`src/rtl/cdw_consts.svh`:
```
/*
 * Constants of the countdown watchdog: register indices, field positions,
 * reset values and step timing.
 * Assumes inclusion by bare name from the watchdog design files.
 */
`ifndef CDW_CONSTS_SVH
`define CDW_CONSTS_SVH

// Register indices; the byte address on the bus is four times the index
`define CDW_IDX_W        8
`define CDW_IDX_IRQ_A    8'h29
`define CDW_IDX_IRQ_B    8'h2A
`define CDW_IDX_WDOG     8'h2D
`define CDW_IDX_FLAGS    8'h2E
`define CDW_IDX_MASK     8'h2F

// Bit positions in the interrupt output enable registers
`define CDW_IEN_BIT      0
`define CDW_IPULSE_BIT   1
// Bit position of the expiry flag in the flag and mask registers
`define CDW_FLAG_BIT     0

// Reset values
`define CDW_CTRL_RST     8'h00
`define CDW_IRQCFG_RST   2'h0

// Oscillator rate and step sizes in microseconds
`define CDW_OSC_HZ       32768
`define CDW_US_PER_S     64'hF4240
`define CDW_STEP_US_00   64'h3D0900
`define CDW_STEP_US_01   64'hF4240
`define CDW_STEP_US_10   64'h3D090
`define CDW_STEP_US_11   64'hF424

// Width of the pulse width configuration input
`define CDW_PW_W         8

`endif

```
`src/rtl/cdw_pkg.sv`:
```
/*
 * Types of the countdown watchdog: control register layout, per-output
 * interrupt configuration and counter states.
 * Assumes nothing beyond a SystemVerilog compiler.
 */
package cdw_pkg;

    // Watchdog control register layout, bit 7 down to bit 0
    typedef struct packed {
        logic       wdog_repeat_select;  // 1 repeat, 0 single shot
        logic [4:0] wdog_count_field;    // Load value on write, live count on read
        logic [1:0] wdog_step_select;    // Step size select
    } cdw_ctrl_t;

    // Configuration of one interrupt output
    typedef struct packed {
        logic pulse_mode;                // 1 pulse per period end, 0 level
        logic wdog_irq_en;               // Expiry drives this output
    } cdw_irqcfg_t;

    // Counter states, one-hot
    typedef enum logic [1:0] {
        CDW_HALT = 2'h1,
        CDW_RUN  = 2'h2
    } cdw_state_t;

endpackage

```
`src/rtl/cdw_tick_gen.sv`:
```
/*
 * Step tick generator: divides synchronised oscillator edges into the
 * four selectable watchdog step ticks.
 * Assumes osc_rise_in is a one-cycle pulse per oscillator rising edge,
 * already synchronised to clk_in, and OSC_HZ a power of two of 16 or more.
 */
`timescale 1ns/1ps
`include "cdw_consts.svh"

module cdw_tick_gen #(
    parameter int unsigned OSC_HZ = `CDW_OSC_HZ
) (
    input  wire logic       clk_in,
    input  wire logic       rst_in,
    input  wire logic       osc_rise_in,
    input  wire logic [1:0] step_sel_in,
    output logic            tick_out
);

    // Oscillator edges per step, derived from the step times
    localparam longint unsigned DIV_00 = (64'(OSC_HZ) * `CDW_STEP_US_00) / `CDW_US_PER_S;
    localparam longint unsigned DIV_01 = (64'(OSC_HZ) * `CDW_STEP_US_01) / `CDW_US_PER_S;
    localparam longint unsigned DIV_10 = (64'(OSC_HZ) * `CDW_STEP_US_10) / `CDW_US_PER_S;
    localparam longint unsigned DIV_11 = (64'(OSC_HZ) * `CDW_STEP_US_11) / `CDW_US_PER_S;
    localparam int unsigned     PRE_W  = $clog2(DIV_00);

    logic [PRE_W-1:0] pre_q;         // Free running oscillator edge count
    logic [PRE_W-1:0] mask;          // Low bits that span one step

    // Step select to edge mask: 00 4 s, 01 1 s, 10 1/4 s, 11 1/16 s
    function automatic logic [PRE_W-1:0] step_mask(input logic [1:0] sel);
        case (sel)
            2'h0:    step_mask = PRE_W'(DIV_00 - 1);
            2'h1:    step_mask = PRE_W'(DIV_01 - 1);
            2'h2:    step_mask = PRE_W'(DIV_10 - 1);
            default: step_mask = PRE_W'(DIV_11 - 1);
        endcase
    endfunction

    // Prescaler never restarts, so periods after the first are exact
    always_ff @(posedge clk_in or posedge rst_in) begin
        if (rst_in) begin
            pre_q <= '0;
        end else if (osc_rise_in) begin
            pre_q <= pre_q + PRE_W'(1);
        end
    end

    // Tick on the edge that completes a whole step
    always_comb begin
        mask     = step_mask(step_sel_in);
        tick_out = osc_rise_in && ((pre_q & mask) == mask);
    end

endmodule

```
`src/rtl/cdw_wdog_top.sv`:
```
/*
 * Countdown watchdog with AHB-Lite register slave, oscillator driven step
 * ticks, single shot and repeat modes, sticky expiry flag and two active
 * low interrupt outputs plus one level interrupt.
 * Assumes a single clk_in domain; osc_in is an asynchronous pin; the bus
 * master issues single word transfers.
 */
// Function
// Step select picks 4s, 1s, 1/4s, 1/16s
// Period equals loaded count times step size
// Five bit load value counts down per tick
// Zero count halts, nonzero count starts
// New count replaces running count immediately
// First period may differ by one tick
// Count field reads live counter value
// Software reads count twice for consistency
// Repeat mode flags, reloads, restarts
// Single shot flags, stops at zero
// Expiry flag sticky until software clears
// Per output enables gate expiry interrupts
// Output pulses or follows flag per mode
// Pulse mode pulses every period end
// Reset gives zero count, mode, step
// Ticks divided from oscillator clock
// Count load crosses via handshake
// Active low outputs, configurable pulse width
`timescale 1ns/1ps
`include "cdw_consts.svh"

module cdw_wdog_top #(
    parameter int unsigned OSC_HZ = `CDW_OSC_HZ,  // Oscillator rate
    parameter int unsigned PW_W   = `CDW_PW_W     // Pulse width input width
) (
    input  wire logic            clk_in,
    input  wire logic            rst_in,
    input  wire logic            osc_in,
    input  wire logic [PW_W-1:0] pulse_width_in,
    input  wire logic            hsel_in,
    input  wire logic [31:0]     haddr_in,
    input  wire logic [1:0]      htrans_in,
    input  wire logic            hwrite_in,
    input  wire logic [2:0]      hsize_in,
    input  wire logic [31:0]     hwdata_in,
    input  wire logic            hready_in,
    output logic                 hreadyout_out,
    output logic [31:0]          hrdata_out,
    output logic                 hresp_out,
    output logic                 irq_out_a_n_out,
    output logic                 irq_out_b_n_out,
    output logic                 wdog_irq_out
);

    // Address hit on a register index, word aligned, nothing above
    function automatic logic reg_hit(input logic [31:0] addr,
                                     input logic [`CDW_IDX_W-1:0] idx);
        reg_hit = (addr[31:`CDW_IDX_W+2] == '0) && (addr[`CDW_IDX_W+1:2] == idx)
                  && (addr[1:0] == 2'h0);
    endfunction

    // Reset image of the control register, split by field
    localparam cdw_pkg::cdw_ctrl_t CTRL_RST = `CDW_CTRL_RST;

    // Bus data phase state
    logic                 dp_valid_q;     // A data phase is open
    logic                 dp_write_q;     // It is a write
    logic [31:0]          dp_addr_q;      // Its address
    logic [31:0]          hrdata_q;       // Read data
    logic                 addr_phase;     // Transfer taken this cycle

    // Register state
    logic                 repeat_q;       // Repeat mode
    logic [1:0]           step_q;         // Step select
    cdw_pkg::cdw_irqcfg_t cfg_q [2];      // Per output configuration
    logic                 flag_q;         // Expiry flag
    logic                 flag_d;         // Its next value
    logic                 mask_q;         // Interrupt mask

    // Load handshake toward the tick logic
    logic                 pend_q;         // Load request open
    logic [4:0]           pend_val_q;     // Value to load
    logic                 load_ack;       // Request taken on an oscillator edge

    // Counter
    cdw_pkg::cdw_state_t  state_q;        // Halted or running
    logic [4:0]           cnt_q;          // Live count
    logic [4:0]           reload_q;       // Value reloaded in repeat mode
    logic                 expire;         // Period end this cycle

    // Oscillator synchroniser and edge
    logic                 osc_s1_q;       // First stage
    logic                 osc_s2_q;       // Second stage
    logic                 osc_s3_q;       // Edge history
    logic                 osc_rise;       // One pulse per oscillator edge
    logic                 tick;           // Step tick

    // Write strobes decoded in the data phase
    logic                 wr_ctrl;
    logic                 wr_irq_a;
    logic                 wr_irq_b;
    logic                 wr_flags;
    logic                 wr_mask;
    cdw_pkg::cdw_ctrl_t   wr_word;        // Write data seen as control fields

    // Zero wait state slave, always OKAY
    assign hreadyout_out = 1'b1;
    assign hresp_out     = 1'b0;
    assign hrdata_out    = hrdata_q;
    assign addr_phase    = hsel_in && hready_in && htrans_in[1];
    assign wr_word       = hwdata_in[$bits(cdw_pkg::cdw_ctrl_t)-1:0];

    // Capture the address phase of each transfer
    always_ff @(posedge clk_in or posedge rst_in) begin
        if (rst_in) begin
            dp_valid_q <= 1'b0;
            dp_write_q <= 1'b0;
            dp_addr_q  <= 32'h0;
        end else if (hready_in) begin
            dp_valid_q <= addr_phase;
            dp_write_q <= hwrite_in;
            dp_addr_q  <= haddr_in;
        end
    end

    // Read data, sampled at the address phase edge
    always_ff @(posedge clk_in or posedge rst_in) begin
        if (rst_in) begin
            hrdata_q <= 32'h0;
        end else if (addr_phase && !hwrite_in) begin
            if (reg_hit(haddr_in, `CDW_IDX_WDOG)) begin
                hrdata_q <= {24'h0, repeat_q, cnt_q, step_q};
            end else if (reg_hit(haddr_in, `CDW_IDX_IRQ_A)) begin
                hrdata_q <= {30'h0, cfg_q[0]};
            end else if (reg_hit(haddr_in, `CDW_IDX_IRQ_B)) begin
                hrdata_q <= {30'h0, cfg_q[1]};
            end else if (reg_hit(haddr_in, `CDW_IDX_FLAGS)) begin
                hrdata_q <= {31'h0, flag_q};
            end else if (reg_hit(haddr_in, `CDW_IDX_MASK)) begin
                hrdata_q <= {31'h0, mask_q};
            end else begin
                // Unmapped address reads zero
                hrdata_q <= 32'h0;
            end
        end
    end

    // Write strobes
    always_comb begin
        wr_ctrl  = dp_valid_q && dp_write_q && reg_hit(dp_addr_q, `CDW_IDX_WDOG);
        wr_irq_a = dp_valid_q && dp_write_q && reg_hit(dp_addr_q, `CDW_IDX_IRQ_A);
        wr_irq_b = dp_valid_q && dp_write_q && reg_hit(dp_addr_q, `CDW_IDX_IRQ_B);
        wr_flags = dp_valid_q && dp_write_q && reg_hit(dp_addr_q, `CDW_IDX_FLAGS);
        wr_mask  = dp_valid_q && dp_write_q && reg_hit(dp_addr_q, `CDW_IDX_MASK);
    end

    // Mode and step take effect at once
    always_ff @(posedge clk_in or posedge rst_in) begin
        if (rst_in) begin
            repeat_q <= CTRL_RST.wdog_repeat_select;
            step_q   <= CTRL_RST.wdog_step_select;
        end else if (wr_ctrl) begin
            repeat_q <= wr_word.wdog_repeat_select;
            step_q   <= wr_word.wdog_step_select;
        end
    end

    // Interrupt output configuration and mask
    always_ff @(posedge clk_in or posedge rst_in) begin
        if (rst_in) begin
            cfg_q[0] <= `CDW_IRQCFG_RST;
            cfg_q[1] <= `CDW_IRQCFG_RST;
            mask_q   <= 1'b0;
        end else begin
            if (wr_irq_a) begin
                cfg_q[0] <= {hwdata_in[`CDW_IPULSE_BIT], hwdata_in[`CDW_IEN_BIT]};
            end
            if (wr_irq_b) begin
                cfg_q[1] <= {hwdata_in[`CDW_IPULSE_BIT], hwdata_in[`CDW_IEN_BIT]};
            end
            if (wr_mask) begin
                mask_q <= hwdata_in[`CDW_FLAG_BIT];
            end
        end
    end

    // Oscillator pin through two flip-flops, then edge detect
    always_ff @(posedge clk_in or posedge rst_in) begin
        if (rst_in) begin
            osc_s1_q <= 1'b0;
            osc_s2_q <= 1'b0;
            osc_s3_q <= 1'b0;
        end else begin
            osc_s1_q <= osc_in;
            osc_s2_q <= osc_s1_q;
            osc_s3_q <= osc_s2_q;
        end
    end
    assign osc_rise = osc_s2_q && !osc_s3_q;

    // Step tick from the oscillator divider
    cdw_tick_gen #(
        .OSC_HZ      (OSC_HZ)
    ) u_tick (
        .clk_in      (clk_in),
        .rst_in      (rst_in),
        .osc_rise_in (osc_rise),
        .step_sel_in (step_q),
        .tick_out    (tick)
    );

    // Load request, taken by the tick logic on the next oscillator edge
    assign load_ack = pend_q && osc_rise;
    always_ff @(posedge clk_in or posedge rst_in) begin
        if (rst_in) begin
            pend_q     <= 1'b0;
            pend_val_q <= 5'h0;
        end else if (wr_ctrl) begin
            // A write in the acknowledge cycle keeps the request open
            pend_q     <= 1'b1;
            pend_val_q <= wr_word.wdog_count_field;
        end else if (load_ack) begin
            pend_q     <= 1'b0;
        end
    end

    // Period end: last tick of a running count, unless a load overrides
    assign expire = (state_q == cdw_pkg::CDW_RUN) && tick && (cnt_q == 5'h1) && !load_ack;

    // Countdown counter
    always_ff @(posedge clk_in or posedge rst_in) begin
        if (rst_in) begin
            state_q  <= cdw_pkg::CDW_HALT;
            cnt_q    <= CTRL_RST.wdog_count_field;
            reload_q <= 5'h0;
        end else if (load_ack) begin
            // A fresh load replaces the running count at once
            cnt_q    <= pend_val_q;
            reload_q <= pend_val_q;
            state_q  <= (pend_val_q != 5'h0) ? cdw_pkg::CDW_RUN : cdw_pkg::CDW_HALT;
        end else begin
            case (state_q)
                cdw_pkg::CDW_RUN: begin
                    if (expire && repeat_q) begin
                        cnt_q <= reload_q;
                    end else if (expire) begin
                        cnt_q   <= 5'h0;
                        state_q <= cdw_pkg::CDW_HALT;
                    end else if (tick) begin
                        cnt_q <= cnt_q - 5'h1;
                    end
                end
                cdw_pkg::CDW_HALT: begin
                    // Stays halted until software loads a count
                    cnt_q <= cnt_q;
                end
                default: begin
                    state_q <= cdw_pkg::CDW_HALT;
                end
            endcase
        end
    end

    // Expiry flag: a period end wins over a clear in the same cycle
    assign flag_d = expire || (flag_q && !(wr_flags && hwdata_in[`CDW_FLAG_BIT]));
    always_ff @(posedge clk_in or posedge rst_in) begin
        if (rst_in) begin
            flag_q <= 1'b0;
        end else begin
            flag_q <= flag_d;
        end
    end

    // Level interrupt for the host, high while the unmasked flag is set
    assign wdog_irq_out = flag_q && mask_q;

    // Two active low interrupt outputs
    logic [1:0] irq_n_q;                     // Registered output levels
    genvar g;
    generate
        for (g = 0; g < 2; g++) begin : g_irq
            logic [PW_W-1:0] pcnt_q;         // Remaining pulse cycles after the first

            // Pulse length counter, restarted at each period end while the output is enabled in pulse mode
            always_ff @(posedge clk_in or posedge rst_in) begin
                if (rst_in) begin
                    pcnt_q <= '0;
                end else if (expire && cfg_q[g].wdog_irq_en && cfg_q[g].pulse_mode) begin
                    // Width zero is taken as one cycle
                    pcnt_q <= (pulse_width_in == '0) ? '0 : pulse_width_in - PW_W'(1);
                end else if (pcnt_q != '0) begin
                    pcnt_q <= pcnt_q - PW_W'(1);
                end
            end

            // Output level: pulse per period end, or follow the flag
            always_ff @(posedge clk_in or posedge rst_in) begin
                if (rst_in) begin
                    irq_n_q[g] <= 1'b1;
                end else if (!cfg_q[g].wdog_irq_en) begin
                    irq_n_q[g] <= 1'b1;
                end else if (cfg_q[g].pulse_mode) begin
                    irq_n_q[g] <= !(expire || (pcnt_q != '0));
                end else begin
                    irq_n_q[g] <= !flag_d;
                end
            end

        end
    endgenerate
    assign irq_out_a_n_out = irq_n_q[0];
    assign irq_out_b_n_out = irq_n_q[1];
endmodule

```
`config.mk`:
```
export PLATFORM = sky130hd
export DESIGN_NAME = cdw_wdog_top
export DESIGN_NICKNAME = d
export VERILOG_FILES = /design/src/rtl/cdw_pkg.sv /design/src/rtl/cdw_tick_gen.sv /design/src/rtl/cdw_wdog_top.sv
export VERILOG_INCLUDE_DIRS = /design/src /design/src/rtl
export SDC_FILE = /design/constraint.sdc
export NUM_CORES = 1
export LEC_CHECK = 0
export BUFFER_PORTS_ARGS = -buffer_cell sky130_fd_sc_hd__buf_4
export CAP_MARGIN = 5
export CORE_MARGIN = 1
export CORE_UTILIZATION = 30
export DETAILED_ROUTE_END_ITERATION = 8
export PLACE_DENSITY_LB_ADDON = 0.3
export SLEW_MARGIN = 20
export SYNTH_ARGS = -nofsm -noshare
export SYNTH_HDL_FRONTEND = slang
export SYNTH_SLANG_ARGS = --single-unit
```
`constraint.sdc`:
```
create_clock -name clk_in -period 7.6 [get_ports clk_in]
set_input_delay 1.14 -clock clk_in [delete_from_list [all_inputs] [get_ports clk_in]]
set_output_delay 1.14 -clock clk_in [all_outputs]
set_load 0.01 [all_outputs]
```
==> flow_metrics.py <==
metrics = {
    "route": {
        "routed_wl_mm": 10.75,
        "first_iter_violations": 155,
        "firstDrtPassIters": 4,
        "vias": 3602,
        "ant_nets": 0,
        "via_per_inst": 4.648,
        "wl_per_cell_um": 13.87,
        "drc_errors": 0,
    },
    "synthesis": {
        "synth_simple_gate_area_share_pct": 18.15,
        "async_flop_share_pct": 100.0,
        "synthTopCellsByArea": "dfrtp_1 (49%), mux2_2 (10%), mux2i_1 (3.9%), buf_4 (3.6%), xnor2_1 (3.4%)",
        "synth_compound_area_share_pct": 5.708,
        "synth_seq_cells": 107,
        "synth_common_cells": "dfrtp_1 (104), mux2_2 (48), nand2_1 (43), buf_4 (26), nor2_1 (22)",
        "syn-cell-area_um2": 5349,
        "syn_avg_cell_area_um2": 11.19,
        "ys_warn_count": 0,
        "ys.flop_type": "dfrtp_1",
        "synth_edf_count": 0,
        "synth_top_family_by_area": "simple AND/OR/NAND/NOR gates",
        "yosys.area_share.adder_pct": 1.404,
        "synth_xor_area_share_pct": 4.421,
        "ys_types": 54,
        "postSynthCellCount": 478,
        "ys_seq_area_share_pct": 50.13,
        "synth_top_area_share_pct": 48.65,
        "yosysMostFrequentCell": "dfrtp_1",
        "synth.area.mux_share_pct": 14.60,
        "yosysTopAreaCell": "dfrtp_1",
    },
    "cts": {
        "clk_pin_slew_worst_paths_ps": 70,
        "cts_tree": "done",
        "ctsLongestPathBuffers": 2,
        "cts-root-buf": "clkbuf_16",
        "cts_max_level": 3,
        "cts_buffers": 9,
        "hold_buffers": 0,
        "ctsResizeCount": 0,
        "post_cts.repair.setup_buffers": 0,
        "clkLatencyLatePin_ps": 350,
        "cts.sinks": 107,
    },
    "layout": {
        "drive_gt1_share_pct": 26.73,
        "post-route-util_pct": 36.33,
        "area_delta_synth_final_pct": 17.87,
        "fillCellCount": 1715,
        "layout.nets": 634,
        "stdcell_count": 775,
        "antennaDiodeCount": 0,
    },
    "worst_setup_path": {
        "crit_family": "simple AND/OR/NAND/NOR gates",
        "cp-endpoint": "hrdata_out[1]",
        "worstPathArrival_ps": 2820,
        "cp-end-kind": "register",
        "cp.depth": 7,
        "startpoint": "hready_in",
        "crit_path_top_delay_cell": "nand4b_2",
        "reg2reg_slack_ps": 5170,
        "critical_path_buf_inv_count": 2,
        "reg2reg_to": "g_irq[0].pcnt_q[1]",
        "r2r_cells": 6,
        "slowest_delay_ps": 390,
        "crit_chain": "buf_4, nand4b_2, nand3b_1, nor4_1, buf_4, nor2b_1, a21oi_1",
        "crit_top_cell": "buf_4",
        "crit_type": "input port to register",
        "critPathMaxFanout": 36,
        "worstSetupStartpointType": "input port",
        "cp.required_ps": 7830,
        "rr_startpoint": "g_irq[0].pcnt_q[0]",
    },
    "global_routing": {
        "grt_antenna_before_repair": 0,
        "grt_usage_pct": 12.79,
        "grt_max_degree": 79,
        "grt_pass1_wl_mm": 18.26,
        "grt_pass1_vias": 3717,
        "grt-ovfl-total": 0,
    },
    "sta": {
        "drv_slew": 0,
        "clock.fmax_mhz": 386.3,
        "worst_pin_slew_ps": 817.9,
        "period_needed_ps": 2589,
        "slew_headroom_pct": 45.02,
        "timing.final.hold_violations": 0,
        "setup-violations-final": 0,
        "tns_ps": 0,
        "finalClockSkew_ps": 9.221,
        "timing.final.crit_share_pct": 34.06,
        "rsz0062_at_grt": "false",
    },
    "min_path": {
        "hp-class": "register to register",
    },
    "die": {
        "std_cell_rows": 48,
        "num_io_pins": 120,
        "start_util_pct": 30.82,
        "die_y_um": 135.5,
        "die_w_um": 135.5,
        "core_um2": 17360,
        "die_area_um2": 18370,
    },
    "power": {
        "p_leak_nw": 2.774,
        "irDropWorstVdd_mv": 0.1150,
        "power.density_nw_per_um2": 230.4,
    },
    "place": {
        "dp_hpwl_mm": 8.098,
        "port_buffers": 65,
        "finalWeightedCongestion": 0.7925,
        "placedCellCount": 758,
    },
    "job": {
        "drv_cap": 0,
    },
    "run_status": {
        "status": "complete, no violations",
    },
}
placed cells by master, fill, tap and decap left out, types with 14 or more instances in the layout:
cell       n
dfrtp_1  104
buf_4     67
mux2_2    48
nand2_1   43
conb_1    26
nor2_1    22
o21ai_0   21
xnor2_1   21
mux2i_1   21
inv_1     14
nand4_1   14
sequential cells by signal (all words and copies together) (netlist names), 4 cells and up:
| name | flops |
|---|---|
| reload_q | 5 |
| g_irq.pcnt_q | 16 |
| cfg_q | 4 |
| cnt_q | 5 |
| dp_addr_q | 32 |
| u_tick.pre_q | 17 |
| hrdata_out | 8 |
| pend_val_q | 5 |
worst min path at each step:
stage,startpoint,end,depth (start not counted)
after detailed placement,osc_s1_q,osc_s2_q,0
after CTS,osc_s1_q,osc_s2_q,0
final,osc_s1_q,osc_s2_q,0
after floorplan,osc_s1_q,osc_s2_q,0
after global routing,osc_s1_q,osc_s2_q,0
after global placement,osc_s1_q,osc_s2_q,0
where the power goes:
| group | internal, mW | total, mW | switching (mW) |
|---|---|---|---|
| clock | 0.236 | 0.449 | 0.213 |
| sequential | 0.652 | 0.724 | 0.0719 |
| combinational | 0.152 | 0.279 | 0.128 |
stage by stage:
step	instance area (um2)	total power [mW]	hold slack (ps)	setup slack [ps]
3_3_place_gp	5991	0.9975	335.8	4607
2_1_floorplan	5439	0.9437	331.2	3648
4_1_cts	6277	1.469	351.4	4968
6_report	6305	1.452	348.7	5011
3_5_place_dp	5991	1.015	335.6	4610
5_1_grt	6305	1.548	371.0	4840
cell families after synthesis:
logic type      after synthesis
buf+inv                      51
xor+xnor                     27
flops                       107
compound gates               50
simple gates                164
mux                          71
fa+ha+maj                     6
other cells                   2
cell type report:
type / instances / area [um2] / share of cell area, %
clock buffers: 11 / 242.7 / 3.850
clock inverters: 5 / 43.79 / 0.6946
inverters: 15 / 58.81 / 0.9327
multi-input cells: 344 / 2466 / 39.11
flip-flops and latches: 107 / 2681 / 42.53
well taps: 225 / 281.5 / 4.465
repair buffers: 68 / 530.5 / 8.414
routing by layer:
metal | global-route usage [%] | share of wire, % | wire length, um
met3 | 2.881 | 3.1 | 337
met4 | 4.370 | 1.7 | 178
met2 | 22.05 | 51 | 5454
met1 | 15.67 | 44 | 4776
met5 | 0 | 0 | 0
Power figures use the tool's default switching activity.
